$ cat config.mk
export PLATFORM = sky130hd
export DESIGN_NAME = cfg_requester
export DESIGN_NICKNAME = d
export VERILOG_FILES = /design/src/cfg_access_pkg.sv /design/src/cfg_requester.sv
export SDC_FILE = /design/constraint.sdc
export NUM_CORES = 1
export LEC_CHECK = 0
export ABC_AREA = 1
export BUFFER_PORTS_ARGS = -buffer_cell sky130_fd_sc_hd__buf_2
export CORE_ASPECT_RATIO = 1.1
export CORE_MARGIN = 4
export CORE_UTILIZATION = 54
export CTS_BUF_LIST = sky130_fd_sc_hd__clkbuf_16
export CTS_CLUSTER_SIZE = 20
export DETAILED_ROUTE_END_ITERATION = 12
export PLACE_DENSITY = 0.9
export SLEW_MARGIN = 20
export SYNTH_ARGS = -nofsm -noshare
export SYNTH_HDL_FRONTEND = slang
export SYNTH_SLANG_ARGS = --single-unit
$ cat constraint.sdc
create_clock -name sys_clk_in -period 2 [get_ports sys_clk_in]
set_clock_uncertainty 0.05 [all_clocks]
set_input_delay 0.3 -clock sys_clk_in [delete_from_list [all_inputs] [get_ports sys_clk_in]]
set_output_delay 0.3 -clock sys_clk_in [all_outputs]
set_load 0.01 [all_outputs]
$ cat src/cfg_access_pkg.sv
// Token codes, address patterns and carrier types for the config requester
package cfg_access_pkg;
  // Control token values
  localparam logic [7:0] TOK_END       = 8'h01;
  localparam logic [7:0] TOK_ACK       = 8'h03;
  localparam logic [7:0] TOK_NACK      = 8'h04;
  localparam logic [7:0] TOK_PERIPH_WR = 8'h24;
  localparam logic [7:0] TOK_PERIPH_RD = 8'h25;
  localparam logic [7:0] TOK_CFG_WR    = 8'hC0;
  localparam logic [7:0] TOK_CFG_RD    = 8'hC1;
  // Destination low halves, the peripheral low byte and the no-reply marker
  localparam logic [15:0] DEST_TILE_LO  = 16'hC20C;
  localparam logic [15:0] DEST_NODE_LO  = 16'hC30C;
  localparam logic [7:0]  DEST_PERIPH_LO = 8'h02;
  localparam logic [7:0]  NO_REPLY_LO   = 8'hFF;
  // Status resource type, the low byte of ps_resid_out
  localparam logic [7:0]  PS_RES_TYPE   = 8'h0B;
  // Message body: 9 bytes at most
  localparam int          MSG_BYTES     = 9;
  localparam logic [3:0]  CFG_WR_BYTES  = 4'h9;
  localparam logic [3:0]  CFG_RD_BYTES  = 4'h5;
  localparam logic [3:0]  PER_HDR_BYTES = 4'h5;
  localparam logic [2:0]  WORD_BYTES    = 3'h4;

  typedef enum logic [2:0] {
    K_TILE_WR, K_TILE_RD, K_NODE_WR, K_NODE_RD, K_PERIPH_WR, K_PERIPH_RD
  } req_kind_t;

  typedef struct packed {
    req_kind_t   kind;
    logic [15:0] tgt_id;     // Tile or node identifier
    logic [7:0]  periph_id;
    logic [23:0] ret_id;     // Return channel-end upper bits
    logic [15:0] reg_num;
    logic [7:0]  size;       // Peripheral byte count, 1..4
    logic [31:0] data;
  } req_cmd_t;

  typedef struct packed {
    logic       ctl;         // Control token when set
    logic [7:0] val;
  } link_tok_t;

  typedef struct packed {
    logic        ok;
    logic        no_reply;
    logic [31:0] data;
  } req_result_t;
endpackage

$ cat src/cfg_requester.sv
// Host-side requester for token-framed configuration register access
`timescale 1ns/10ps

module resp_fifo #(
  parameter int WIDTH = 8,
  parameter int DEPTH = 2
) (
  input  wire logic             sys_clk_in,
  input  wire logic             rst_b_in,
  input  wire logic             in_valid_in,
  output logic                  in_ready_out,
  input  wire logic [WIDTH-1:0] in_data_in,
  output logic                  out_valid_out,
  input  wire logic             out_ready_in,
  output logic      [WIDTH-1:0] out_data_out
);
  localparam int AW = (DEPTH > 1) ? $clog2(DEPTH) : 1;
  logic [WIDTH-1:0] mem_r [DEPTH];
  logic [WIDTH-1:0] mem_nxt [DEPTH];
  logic [AW-1:0]    wp_r, wp_nxt, rp_r, rp_nxt;
  logic [AW:0]      cnt_r, cnt_nxt;
  logic             push, pop;

  // Honest full and empty from the occupancy count
  assign in_ready_out  = (cnt_r != (AW+1)'(DEPTH));
  assign out_valid_out = (cnt_r != '0);
  assign out_data_out  = mem_r[rp_r];
  assign push = in_valid_in && in_ready_out;
  assign pop  = out_valid_out && out_ready_in;

  // Pointer and storage update
  always_comb begin
    mem_nxt = mem_r;
    wp_nxt  = wp_r;
    rp_nxt  = rp_r;
    if (push) begin
      mem_nxt[wp_r] = in_data_in;
      wp_nxt = (wp_r == AW'(DEPTH-1)) ? '0 : wp_r + 1'b1;
    end
    if (pop) begin
      rp_nxt = (rp_r == AW'(DEPTH-1)) ? '0 : rp_r + 1'b1;
    end
    cnt_nxt = cnt_r + (AW+1)'(push) - (AW+1)'(pop);
  end

  always_ff @(posedge sys_clk_in or negedge rst_b_in) begin
    if (!rst_b_in) begin
      for (int i = 0; i < DEPTH; i++) mem_r[i] <= '0;
      wp_r  <= '0;
      rp_r  <= '0;
      cnt_r <= '0;
    end else begin
      mem_r <= mem_nxt;
      wp_r  <= wp_nxt;
      rp_r  <= rp_nxt;
      cnt_r <= cnt_nxt;
    end
  end
endmodule // resp_fifo

module cfg_requester
  import cfg_access_pkg::*;
#(
  parameter int RESULT_DEPTH = 2
) (
  input  wire logic        sys_clk_in,
  input  wire logic        rst_b_in,
  input  wire logic        cmd_valid_in,
  output logic             cmd_ready_out,
  input  wire req_cmd_t    cmd_in,
  output logic             tx_valid_out,
  input  wire logic        tx_ready_in,
  output link_tok_t        tx_tok_out,
  input  wire logic        rx_valid_in,
  output logic             rx_ready_out,
  input  wire link_tok_t   rx_tok_in,
  output logic [31:0]      dest_out,
  output logic [31:0]      ps_resid_out,
  output logic             res_valid_out,
  input  wire logic        res_ready_in,
  output req_result_t      res_out
);
  typedef enum logic [2:0] {
    ST_IDLE, ST_HEAD, ST_BODY, ST_TAIL, ST_RHDR, ST_RDATA, ST_REND, ST_PUSH
  } seq_state_t;

  seq_state_t           st_r, st_nxt;
  req_kind_t            kind_r, kind_nxt;
  logic [8*MSG_BYTES-1:0] msg_r, msg_nxt;
  logic [3:0]           left_r, left_nxt;
  logic [2:0]           rxcnt_r, rxcnt_nxt;
  logic [31:0]          rdata_r, rdata_nxt;
  logic [7:0]           hdr_r, hdr_nxt;
  logic                 ok_r, ok_nxt, nrep_r, nrep_nxt;
  logic [31:0]          dest_nxt, resid_nxt;
  logic [2:0]           size_eff;
  logic [31:0]          data_l;
  logic                 is_wr, push_ready, fire;
  req_result_t          push_data;

  // Clamp peripheral size to one word; left-justify the data bytes
  always_comb begin
    size_eff = (cmd_in.size == 8'h00 || cmd_in.size > 8'h04) ? WORD_BYTES
                                                             : cmd_in.size[2:0];
    data_l   = cmd_in.data << (6'(WORD_BYTES - size_eff) * 6'd8);
    is_wr    = (cmd_in.kind == K_TILE_WR) || (cmd_in.kind == K_NODE_WR) ||
               (cmd_in.kind == K_PERIPH_WR);
  end

  assign cmd_ready_out = (st_r == ST_IDLE);
  assign fire          = cmd_valid_in && cmd_ready_out;
  assign tx_valid_out  = (st_r == ST_HEAD) || (st_r == ST_BODY) || (st_r == ST_TAIL);
  assign rx_ready_out  = (st_r == ST_RHDR) || (st_r == ST_RDATA) || (st_r == ST_REND);

  // Outgoing token: framing tokens around the MSB-first body
  always_comb begin
    tx_tok_out = '{ctl: 1'b1, val: TOK_END};
    if (st_r == ST_HEAD) tx_tok_out = '{ctl: 1'b1, val: hdr_r};
    else if (st_r == ST_BODY) tx_tok_out = '{ctl: 1'b0, val: msg_r[8*MSG_BYTES-1 -: 8]};
  end

  // Sequencer: load, send, collect reply, hand result over
  always_comb begin
    st_nxt    = st_r;
    kind_nxt  = kind_r;
    msg_nxt   = msg_r;
    left_nxt  = left_r;
    rxcnt_nxt = rxcnt_r;
    rdata_nxt = rdata_r;
    hdr_nxt   = hdr_r;
    ok_nxt    = ok_r;
    nrep_nxt  = nrep_r;
    dest_nxt  = dest_out;
    resid_nxt = ps_resid_out;
    case (st_r)
      ST_IDLE: begin
        if (fire) begin
          kind_nxt  = cmd_in.kind;
          rdata_nxt = '0;
          ok_nxt    = 1'b0;
          resid_nxt = {8'h00, cmd_in.reg_num, PS_RES_TYPE};
          nrep_nxt  = is_wr && (cmd_in.ret_id[7:0] == NO_REPLY_LO);
          case (cmd_in.kind)
            K_TILE_WR, K_NODE_WR: begin
              // config write layout, return id leads
              hdr_nxt   = TOK_CFG_WR;
              msg_nxt   = {cmd_in.ret_id, cmd_in.reg_num, cmd_in.data};
              left_nxt  = CFG_WR_BYTES;
              rxcnt_nxt = '0;
            end
            K_TILE_RD, K_NODE_RD: begin
              hdr_nxt   = TOK_CFG_RD;
              msg_nxt   = {cmd_in.ret_id, cmd_in.reg_num, 32'h0000_0000};
              left_nxt  = CFG_RD_BYTES;
              rxcnt_nxt = WORD_BYTES;
            end
            K_PERIPH_WR: begin
              hdr_nxt   = TOK_PERIPH_WR;
              msg_nxt   = {cmd_in.ret_id, cmd_in.reg_num[7:0], 5'h00, size_eff, data_l};
              left_nxt  = PER_HDR_BYTES + {1'b0, size_eff};
              rxcnt_nxt = '0;
            end
            default: begin
              hdr_nxt   = TOK_PERIPH_RD;
              msg_nxt   = {cmd_in.ret_id, cmd_in.reg_num[7:0], 5'h00, size_eff, 32'h0};
              left_nxt  = PER_HDR_BYTES;
              rxcnt_nxt = size_eff;
            end
          endcase
          if (cmd_in.kind == K_TILE_WR || cmd_in.kind == K_TILE_RD)
            dest_nxt = {cmd_in.tgt_id, DEST_TILE_LO};
          else if (cmd_in.kind == K_NODE_WR || cmd_in.kind == K_NODE_RD)
            dest_nxt = {cmd_in.tgt_id, DEST_NODE_LO};
          else
            dest_nxt = {cmd_in.tgt_id, cmd_in.periph_id, DEST_PERIPH_LO};
          st_nxt = ST_HEAD;
        end
      end
      ST_HEAD: if (tx_ready_in) st_nxt = ST_BODY;
      ST_BODY: begin
        if (tx_ready_in) begin
          // shift out most significant byte first
          msg_nxt  = {msg_r[8*MSG_BYTES-9:0], 8'h00};
          left_nxt = left_r - 4'h1;
          if (left_r == 4'h1) st_nxt = ST_TAIL;
        end
      end
      ST_TAIL: begin
        if (tx_ready_in) begin
          ok_nxt = nrep_r;
          st_nxt = nrep_r ? ST_PUSH : ST_RHDR;
        end
      end
      ST_RHDR: begin
        if (rx_valid_in) begin
          ok_nxt = rx_tok_in.ctl && (rx_tok_in.val == TOK_ACK);
          if (rx_tok_in.ctl && rx_tok_in.val == TOK_ACK)
            st_nxt = (rxcnt_r != '0) ? ST_RDATA : ST_REND;
          else if (rx_tok_in.ctl && rx_tok_in.val == TOK_END)
            st_nxt = ST_PUSH;
          else
            st_nxt = ST_REND;
        end
      end
      ST_RDATA: begin
        if (rx_valid_in) begin
          if (rx_tok_in.ctl) begin
            // Early control token means a malformed reply
            ok_nxt = 1'b0;
            st_nxt = (rx_tok_in.val == TOK_END) ? ST_PUSH : ST_REND;
          end else begin
            rdata_nxt = {rdata_r[23:0], rx_tok_in.val};
            rxcnt_nxt = rxcnt_r - 3'h1;
            if (rxcnt_r == 3'h1) st_nxt = ST_REND;
          end
        end
      end
      ST_REND: begin
        if (rx_valid_in && rx_tok_in.ctl && rx_tok_in.val == TOK_END) st_nxt = ST_PUSH;
      end
      ST_PUSH: if (push_ready) st_nxt = ST_IDLE;
      default: st_nxt = ST_IDLE;
    endcase
  end

  always_ff @(posedge sys_clk_in or negedge rst_b_in) begin
    if (!rst_b_in) begin
      st_r         <= ST_IDLE;
      kind_r       <= K_TILE_WR;
      msg_r        <= '0;
      left_r       <= '0;
      rxcnt_r      <= '0;
      rdata_r      <= '0;
      hdr_r        <= '0;
      ok_r         <= 1'b0;
      nrep_r       <= 1'b0;
      dest_out     <= '0;
      ps_resid_out <= '0;
    end else begin
      st_r         <= st_nxt;
      kind_r       <= kind_nxt;
      msg_r        <= msg_nxt;
      left_r       <= left_nxt;
      rxcnt_r      <= rxcnt_nxt;
      rdata_r      <= rdata_nxt;
      hdr_r        <= hdr_nxt;
      ok_r         <= ok_nxt;
      nrep_r       <= nrep_nxt;
      dest_out     <= dest_nxt;
      ps_resid_out <= resid_nxt;
    end
  end

  // Result buffer: a stalled consumer holds the sequencer in ST_PUSH
  assign push_data = '{ok: ok_r, no_reply: nrep_r, data: rdata_r};
  resp_fifo #(.WIDTH($bits(req_result_t)), .DEPTH(RESULT_DEPTH)) u_res_fifo (
    .sys_clk_in    (sys_clk_in),
    .rst_b_in      (rst_b_in),
    .in_valid_in   (st_r == ST_PUSH),
    .in_ready_out  (push_ready),
    .in_data_in    (push_data),
    .out_valid_out (res_valid_out),
    .out_ready_in  (res_ready_in),
    .out_data_out  (res_out)
  );
endmodule // cfg_requester

* After elaboration in Yosys (flattened, before gate mapping)
Cells that the tools add are included.
** Storage, ports and cells
- Register bits :: 247
- Input bits :: 122
- Output and inout bits :: 111
** Cells by class
- Add/subtract/negate cells :: 8
- $lt $le $gt $ge :: 4
- Eq/ne operators :: 29
- Shift operators :: 1
- Multiplexer cells :: 54
- Bitwise operators :: 2
- Reduce and logical (&&, ||, !) cells :: 34
** Operators with widths (number)
- $mux 72 :: 2
- $pmux 48 s3 :: 1
- $pmux 72 s2 :: 1
- $mux 34 :: 4
- $mux 32 :: 3
- $bwmux 68 :: 1
- $pmux 32 s2 :: 1
- $mux 3 :: 15
- $demux 34 s1 :: 1
- $mux 16 :: 2
- $shl 32x6->32 :: 1
- $pmux 3 s8 :: 1
- $pmux 8 s3 :: 1
- $mux 9 :: 2
- $ne 2x2->1 const B :: 9
- $pmux 4 s2 :: 2
- $eq 3x3->1 const B :: 5
- $eq 3x2->1 const B :: 4
- $pmux 3 s2 :: 2
- $reduce_and 10->1 :: 1
- $eq 3x1->1 const B :: 3
- $logic_and 1x1->1 :: 9
- $logic_or 1x1->1 :: 9
- $mux 1 :: 9
- other kinds (31) :: 43

* Depth between registers and ports, before layout
Gate-level depths: netlist of the first run.
- Depth after elaboration :: 8
- Mapped depth :: 16
- Depth with buffers taken out :: 13

* By module
From an unflattened synthesis of the first run, not the netlist that was laid out.
** Unflattened totals
- Cell total of the unflattened synthesis :: 1516
- Area total of the unflattened synthesis :: 12276.8 µm²
** Modules (own cells, without submodules)
- cfg_requester :: instances 1, cells each 1075, area an instance 8530.7 µm²
- resp_fifo :: instances 1, cells each 441, area an instance 3746.1 µm²

* Worst setup path before layout of the first run
Ideal clock, no wire load.
- Path type :: input to register
- From :: in cmd_in[32] in the netlist's numbering
- To :: reg msg_r[22]
- Setup time :: 120 ps
- Arrival :: 2248 ps
- Setup slack :: -419 ps
- Stages :: 15
- Path buffers :: 4
- Path through :: buf_2 nor2_1 nand2_1 nand2_2 nand3_4 buf_2 ha_1 clkbuf_1 inv_1 clkbuf_1 o211ai_1 nand3_1 nand2_1 nand2_1 nand2_1
** Between the ends
- Cells in the longest elaborated chain, start to end :: 8
** RTL lines
- start: declaration :: line cfg_requester.sv:70 : input wire req_cmd_t cmd_in,
- $gt 8x3->1 / $logic_not 8->1 (equally long branches) :: line cfg_requester.sv:103 : size_eff = (cmd_in.size == 8'h00 || cmd_in.size > 8'h04) ? WORD_BYTES
- $logic_or 1x1->1 :: line cfg_requester.sv:103
- $mux 3 (*) :: line cfg_requester.sv:103
- $sub 3x3->3 (*) :: line cfg_requester.sv:105 : data_l = cmd_in.data << (6'(WORD_BYTES - size_eff) * 6'd8);
- $shl 32x6->32 (*) :: line cfg_requester.sv:105
- $pmux 48 s3 (*) :: line cfg_requester.sv:143 : case (cmd_in.kind)
- $mux 72 (*) :: line cfg_requester.sv:137 : if (fire) begin
- $pmux 72 s2 (*) :: line cfg_requester.sv:135 : case (st_r)
- end signal: assignment :: line cfg_requester.sv:242 : msg_r <= msg_nxt;
- end: declaration :: line cfg_requester.sv:89 : logic [8*MSG_BYTES-1:0] msg_r, msg_nxt;
Mark *: on every way between the ends. The rest lies on a longest branch, timed or not. The select of a mux whose other input is x is not followed.
A chain may end at the register's enable or synchronous reset.

==> flow_metrics.env, run 1 <==
export IMPL_status="completed"
export IMPL_crit_path_end_kind="primary output"
export IMPL_worstMarginPinSlew_ns=0.516
export IMPL_root_buffer="clkbuf_16"
export IMPL_syn_area_um2=11700
export IMPL_grt_first_pass_wirelength_mm=51.4
export IMPL_crit_chain="inv_4 > nand3_4 > buf_12 > o22ai_2 > inv_1 > buf_2"
export IMPL_first_pass_iters=6
export IMPL_post_route_period_util_pct=99.4
export IMPL_synth_cell_types=45
export IMPL_yosysMostFrequentCell="nand2_1"
export IMPL_max_slew_margin_pct=65.6
export IMPL_path_class="reg2out"
export IMPL_setup_slack_ns=0.0116
export IMPL_die_width_um=148
export IMPL_die_h_um=162
export IMPL_wl_mm=32.6
export IMPL_cts_sinks=234
export IMPL_area_growth_pct=23.4
export IMPL_synth_area_per_cell_um2=8.06
export IMPL_vias_per_cell=5.48
export IMPL_synth_area_leader_cell="dfrtp_1"
export IMPL_synth_top_area_share_pct=50.2
export IMPL_hold_ws_ns=0.0122
export IMPL_grtUsageTotal_pct=25.9
export IMPL_cap_violations=0
export IMPL_min_period_ns=1.99
export IMPL_synth_area_leaders="dfrtp_1 50%, nand2_1 16%, o21ai_0 4.6%"
export IMPL_rsz0062_at_grt="true"
export IMPL_cts_tree="done"
export IMPL_ys_seq_area_share_pct=50.2
export IMPL_async_flop_share_pct=100
export IMPL_drive_above_1_share_pct=21.2
export IMPL_cp_data_required_time_ns=1.65
export IMPL_synth_edf_count=0
export IMPL_drtIter0Drc=925
export IMPL_synth_seq_cells=234
export IMPL_rows=56
export IMPL_syn_inst=1449
export IMPL_fin_nets=1826
export IMPL_finalMaxSlewViolations=0
export IMPL_fp_dieArea_um2=24000
export IMPL_yosys_warnings=0
export IMPL_grt_max_degree=64
export IMPL_nFillCells=1588
export IMPL_clk_latency_ns=0.51
export IMPL_power_density_nw_per_um2=1400
export IMPL_worst_hold_path_type="in2reg"
export IMPL_ioPinCount=233
export IMPL_clk_pin_slew_worst_paths_ns=0.06
export IMPL_wl_per_cell_um=16.3
export IMPL_io_buffers=214
export IMPL_finalHoldViolations=0
export IMPL_vias=11000
export IMPL_start_util_pct=54.8
export IMPL_synthTopCellsByCount="489 x nand2_1, 234 x dfrtp_1, 120 x inv_1, 107 x o21ai_0, 85 x o21ai_1"
export IMPL_slowest_delay_ns=0.43
export IMPL_cts_buffers=24
export IMPL_max_freq_mhz=503
export IMPL_peakVddDrop_v=0.000759
export IMPL_place_gp_congestion=0.932
export IMPL_start_kind="flop"
export IMPL_p_leak_nw=7.31
export IMPL_antenna_found_initial=2
export IMPL_yosys_most_used_dff="dfrtp_1"
export IMPL_critPathMaxFanout=10
export IMPL_cp_slowest_cell="dfrtp_2"
export IMPL_post_place_ws_ns=-0.0898
export IMPL_final_setup_viol_count=0
export IMPL_antenna_left=0
export IMPL_grt_ovfl_total=0
export IMPL_core_region_area_um2=21300
export IMPL_grt_pass1_vias=10700
export IMPL_place_hpwl_mm=21.1
export IMPL_clk_path_buf_depth=3
export IMPL_drc=0
export IMPL_htreeDepth=1
export IMPL_cp_arrival_ns=1.64
[sequential cells by signal, summed over array words and instances, names as in the netlist]
register,cells
u_res_fifo.cnt_r,2
rxcnt_r,3
ps_resid_out,17
st_r,3
left_r,4
hdr_r,3
u_res_fifo.rp_r,1
msg_r,72
dest_out,26
u_res_fifo.mem_r,68
ok_r,1
nrep_r,1
u_res_fifo.wp_r,1
rdata_r,32
[cell type report]
cell class	instances	area, um2	area share, %
multi-input cells	996	4820	33.4
repair buffers	311	2180	15.1
clock inverters	16	63.8	0.443
inverters	129	502	3.48
well taps	290	363	2.52
diodes	1	2.50	0.0174
clock buffers	25	626	4.34
flip-flops and latches	234	5860	40.7
[power breakdown]
group	internal, W	switching [W]	total [W]
clock network	0.00223	0.00179	0.00402
registers	0.00659	0.000995	0.00759
logic	0.00335	0.00528	0.00863
total	0.0122	0.00806	0.0202
[final timing paths]
kind                         startpoint                    to  slack [ns]  depth (start not counted)
setup reg to reg                st_r[0]            rdata_r[5]        0.06                         12
max in group asynchronous      rst_b_in  u_res_fifo.mem_r[48]        0.99                          3
setup / recovery                st_r[0]         tx_tok_out[0]        0.01                          6
min in group asynchronous      rst_b_in             msg_r[68]        0.26                          2
hold / removal               cmd_in[71]             msg_r[63]        0.01                          3
hold reg to reg            dest_out[21]          dest_out[21]        0.43                          2
[what timing repair did]
item	CTS	global route
buffers inserted	7	9
gates resized for setup	9	12
gates cloned	2	1
pin swaps	2	3
setup endpoints to repair	8	47
hold endpoints to repair	85	0
hold buffers	40	0
[metrics by stage]
step	total power, W	instances	util, %	setup TNS (ns)	area [um2]
2_1_floorplan	0.0128	1466	-	0	11800
4_1_cts	0.0198	1991	66.9	0	14300
6_report	0.0202	2002	67.6	0	14400
3_5_place_dp	0.0153	1901	61.1	-0.744	13000
3_3_place_gp	0.0149	1901	61.1	-0.00542	13000
5_1_grt	0.0216	2002	67.6	-0.158	14400
[critical path: cells and delay by family, from the launching register on]
kind	cells	cell delay, ns
DFF	1	0.43
buffers and inverters	4	0.46
AOI/OAI and AO/OA	1	0.15
and+or+nand+nor	1	0.10
[metal layers]
metal	part of all wire [%]	routed length (um)	global-route usage [%]	vias up
met2	51	16600	44.7	538
met3	7.4	2410	4.46	105
met5	0.040	13	0	-
li1	-	-	-	5129
met4	4.1	1350	11.9	2
met1	38	12300	31.8	5195
[cells in the final DEF, fill, tap and decap left out, types with 4 or more instances in the layout]
cell type	Yosys	final
a21oi_1	35	35
a22o_1	4	4
a31oi_1	13	12
buf_12	0	12
buf_2	25	212
buf_4	32	39
clkbuf_16	0	26
clkinv_1	1	8
conb_1	1	18
dfrtp_1	234	232
dlygate4sd3_1	0	40
ha_1	8	7
inv_1	120	125
inv_4	3	5
nand2_1	489	487
nand2_2	8	9
nand3_1	65	65
nand4_1	10	10
nor2_1	53	52
nor3_1	6	6
o211ai_1	35	35
o21ai_0	107	106
o21ai_1	85	86
o21ai_2	13	13
o22ai_1	7	4
or2_2	4	5
xnor2_1	4	4
[cell families after synthesis]
| group | after synthesis | share of synthesized area, % |
|---|---|---|
| AND/OR/NAND/NOR | 655 | 23.7 |
| AO/OA/AOI/OAI | 309 | 15.0 |
| buffers and inverters | 236 | 9.72 |
| flip-flops | 234 | 50.2 |
| adder cells (fa/ha/maj) | 8 | 0.858 |
| XOR/XNOR | 5 | 0.375 |
| other | 1 | 0.0321 |
| multiplexers | 1 | 0.0858 |
(Power assumes the default switching activity.)
==> run 2: changes to the inputs <==
Settings changed: SETUP_SLACK_MARGIN from default to 0.1.
==> run 2 against run 1 <==
  * The flow now finishes with violations (negative setup slack)
  * Critical endpoint unchanged
  * Sequential cell count is the same
  * Global-route usage grew 1.0 points
  * Utilization grew 7.3 points
  * First-iteration DRC count grew 41%
  * Worst setup slack lost 0.032 ns
  * Wire length grew 25%
  * Hold slack lost 0.0018 ns
  * Die area is the same
==> flow_metrics.env, run 2 (synthesized netlist as in run 1, its figures left out) <==
export IMPL_clk_pin_slew_worst_paths_ns=0.06
export IMPL_die_h_um=162
export IMPL_vias_per_cell=5.86
export IMPL_p_leak_nw=7.93
export IMPL_io_buffers=214
export IMPL_cts_tree="done"
export IMPL_fp_dieArea_um2=24000
export IMPL_cts_sinks=234
export IMPL_final_cell_mix="404 x nand2_1, 230 x dfrtp_1, 188 x buf_2"
export IMPL_worstMarginPinSlew_ns=0.524
export IMPL_power_frac_clock_pct=19.2
export IMPL_min_delay_start="cmd_in[68]"
export IMPL_wl_per_cell_um=20.0
export IMPL_grt_busiest_layer="met2"
export IMPL_vias=12000
export IMPL_r2r_slack_ns=0.01
export IMPL_grt_pass1_vias=10800
export IMPL_antenna_left=0
export IMPL_drtIter0Drc=1303
export IMPL_slowest_delay_ns=0.45
export IMPL_status="finished with violations"
export IMPL_power_density_nw_per_um2=1490
export IMPL_finalMaxSlewViolations=0
export IMPL_clk_latency_ns=0.53
export IMPL_r2r_end="rdata_r[6]"
export IMPL_drive_above_1_share_pct=30.8
export IMPL_top_regs="msg_r x72, u_res_fifo.mem_r x68, rdata_r x32"
export IMPL_setup_slack_ns=-0.0208
export IMPL_cp_arrival_ns=1.67
export IMPL_power_switching_w=0.00989
export IMPL_core_region_area_um2=21300
export IMPL_p_comb_share_pct=47.5
export IMPL_start_util_pct=54.8
export IMPL_max_freq_mhz=495
export IMPL_rr_worst_depth=11
export IMPL_place_gp_congestion=0.914
export IMPL_hold_ws_ns=0.0104
export IMPL_clk_path_buf_depth=3
export IMPL_fin_nets=1863
export IMPL_violations="negative setup slack"
export IMPL_first_pass_iters=6
export IMPL_post_place_ws_ns=-0.101
export IMPL_antenna_found_initial=2
export IMPL_p_int_w=0.0138
export IMPL_max_slew_margin_pct=65.1
export IMPL_grtUsageTotal_pct=26.9
export IMPL_regMostFlops="msg_r"
export IMPL_stdcell_area_um2=16000
export IMPL_sequentialPowerShare_pct=33.3
export IMPL_min_period_ns=2.02
export IMPL_cap_violations=0
export IMPL_die_width_um=148
export IMPL_utilization_pct=74.9
export IMPL_rows=56
export IMPL_layout_commonest_cell="nand2_1"
export IMPL_crit_chain="buf_6 > nor2_4 > nand2_4 > o22ai_2 > inv_1 > buf_2"
export IMPL_grt_use_met2_pct=48.1
export IMPL_critPathMaxFanout=5
export IMPL_rsz0062_at_grt="true"
export IMPL_p_sw_share_pct=41.7
export IMPL_min_path_cells=3
export IMPL_met1_usage_pct=32.8
export IMPL_cp_slowest_cell="dfrtp_2"
export IMPL_root_buffer="clkbuf_16"
export IMPL_place_area_um2=13100
export IMPL_drc=0
export IMPL_start_kind="flop"
export IMPL_grt_met3_usage_pct=4.05
export IMPL_whs_endpoint="msg_r[60]"
export IMPL_ioPinCount=233
export IMPL_grt_ovfl_total=0
export IMPL_crit_path_end_kind="primary output"
export IMPL_path_class="reg2out"
export IMPL_wl_mm=40.8
export IMPL_finalHoldViolations=0
export IMPL_worst_hold_path_type="in2reg"
export IMPL_htreeDepth=1
export IMPL_grt_max_degree=79
export IMPL_final_setup_viol_count=1
export IMPL_fin_tns_setup_ns=-0.0208
export IMPL_r2r_start="st_r[0]"
export IMPL_grt_first_pass_wirelength_mm=53.0
export IMPL_cp_data_required_time_ns=1.65
export IMPL_largest_reg_flops=72
export IMPL_area_growth_pct=36.7
export IMPL_post_route_period_util_pct=101
export IMPL_cts_buffers=24
export IMPL_peakVddDrop_v=0.000751
export IMPL_place_hpwl_mm=22.0
-- run 2: cell types whose count changed in the layout (fill, tap and decap cells not counted), sizes merged --
cell / delta
buf: +18
clkbuf: +11
dlygate4sd3: +4
bufinv: +3
clkinv: +3
nand2: +3
bufbuf: -2
diode: +1
inv: -1
nand3: +1
-- run 2: how the worst max path moves through the flow --
stage,from,to,slack (ns)
6_report,st_r[2],tx_tok_out[0],-0.02
5_1_grt,st_r[1],u_res_fifo.mem_r[20],-0.07
4_1_cts,st_r[0],tx_tok_out[4],0.02
3_5_place_dp,cmd_in[35],msg_r[7],-0.10
3_3_place_gp,cmd_in[35],msg_r[2],-0.001
2_1_floorplan,cmd_in[38],msg_r[22],0.009
-- run 2: cell type report --
class | count | area [um2]
flip-flops and latches | 234 | 5860
multi-input cells | 1000 | 5530
fillers | 1308 | 5340
repair buffers | 343 | 2880
clock buffers | 24 | 601
inverters | 129 | 529
well taps | 290 | 363
clock inverters | 20 | 181
repair inverters | 1 | 8.76
diodes | 2 | 5.00
-- run 2: metal layers --
| layer | routed length, um | vias up |
|---|---|---|
| met2 | 20900 | 812 |
| met4 | 2690 | 2 |
| met1 | 13900 | 5701 |
| met3 | 3400 | 229 |
| met5 | 13 | - |
| li1 | - | 5218 |
-- run 2: power groups by stage --
| stage | registers [W] | logic (W) | clock network, W |
|---|---|---|---|
| after floorplan | 0.00754 | 0.00523 | 0 |
| after global placement | 0.00752 | 0.00744 | 0 |
| after detailed placement | 0.00762 | 0.00775 | 0 |
| after CTS | 0.00761 | 0.00830 | 0.00452 |
| after global routing | 0.00804 | 0.0120 | 0.00476 |
| final | 0.00790 | 0.0113 | 0.00456 |
-- run 2: critical path, delay by kind of cell (launching register included) --
| kind | cells | cell delay (ns) |
|---|---|---|
| simple gates | 2 | 0.20 |
| flops | 1 | 0.45 |
| compound gates | 1 | 0.13 |
| buf+inv | 3 | 0.37 |
-- run 2: stage by stage --
step                instances  power (W)
global placement         1908     0.0150
global route             2041     0.0248
finish                   2043     0.0237
floorplan                1466     0.0128
detailed placement       1908     0.0154
CTS                      2004     0.0204
-- run 2: what timing repair did --
action                                 CTS  global route
gates resized for setup                 28           239
setup endpoints to repair               78           116
setup buffers                            8            15
hold buffers                            42             2
pin swaps                                3            46
endpoints found under the hold margin   95             2
gates cloned                             2            20
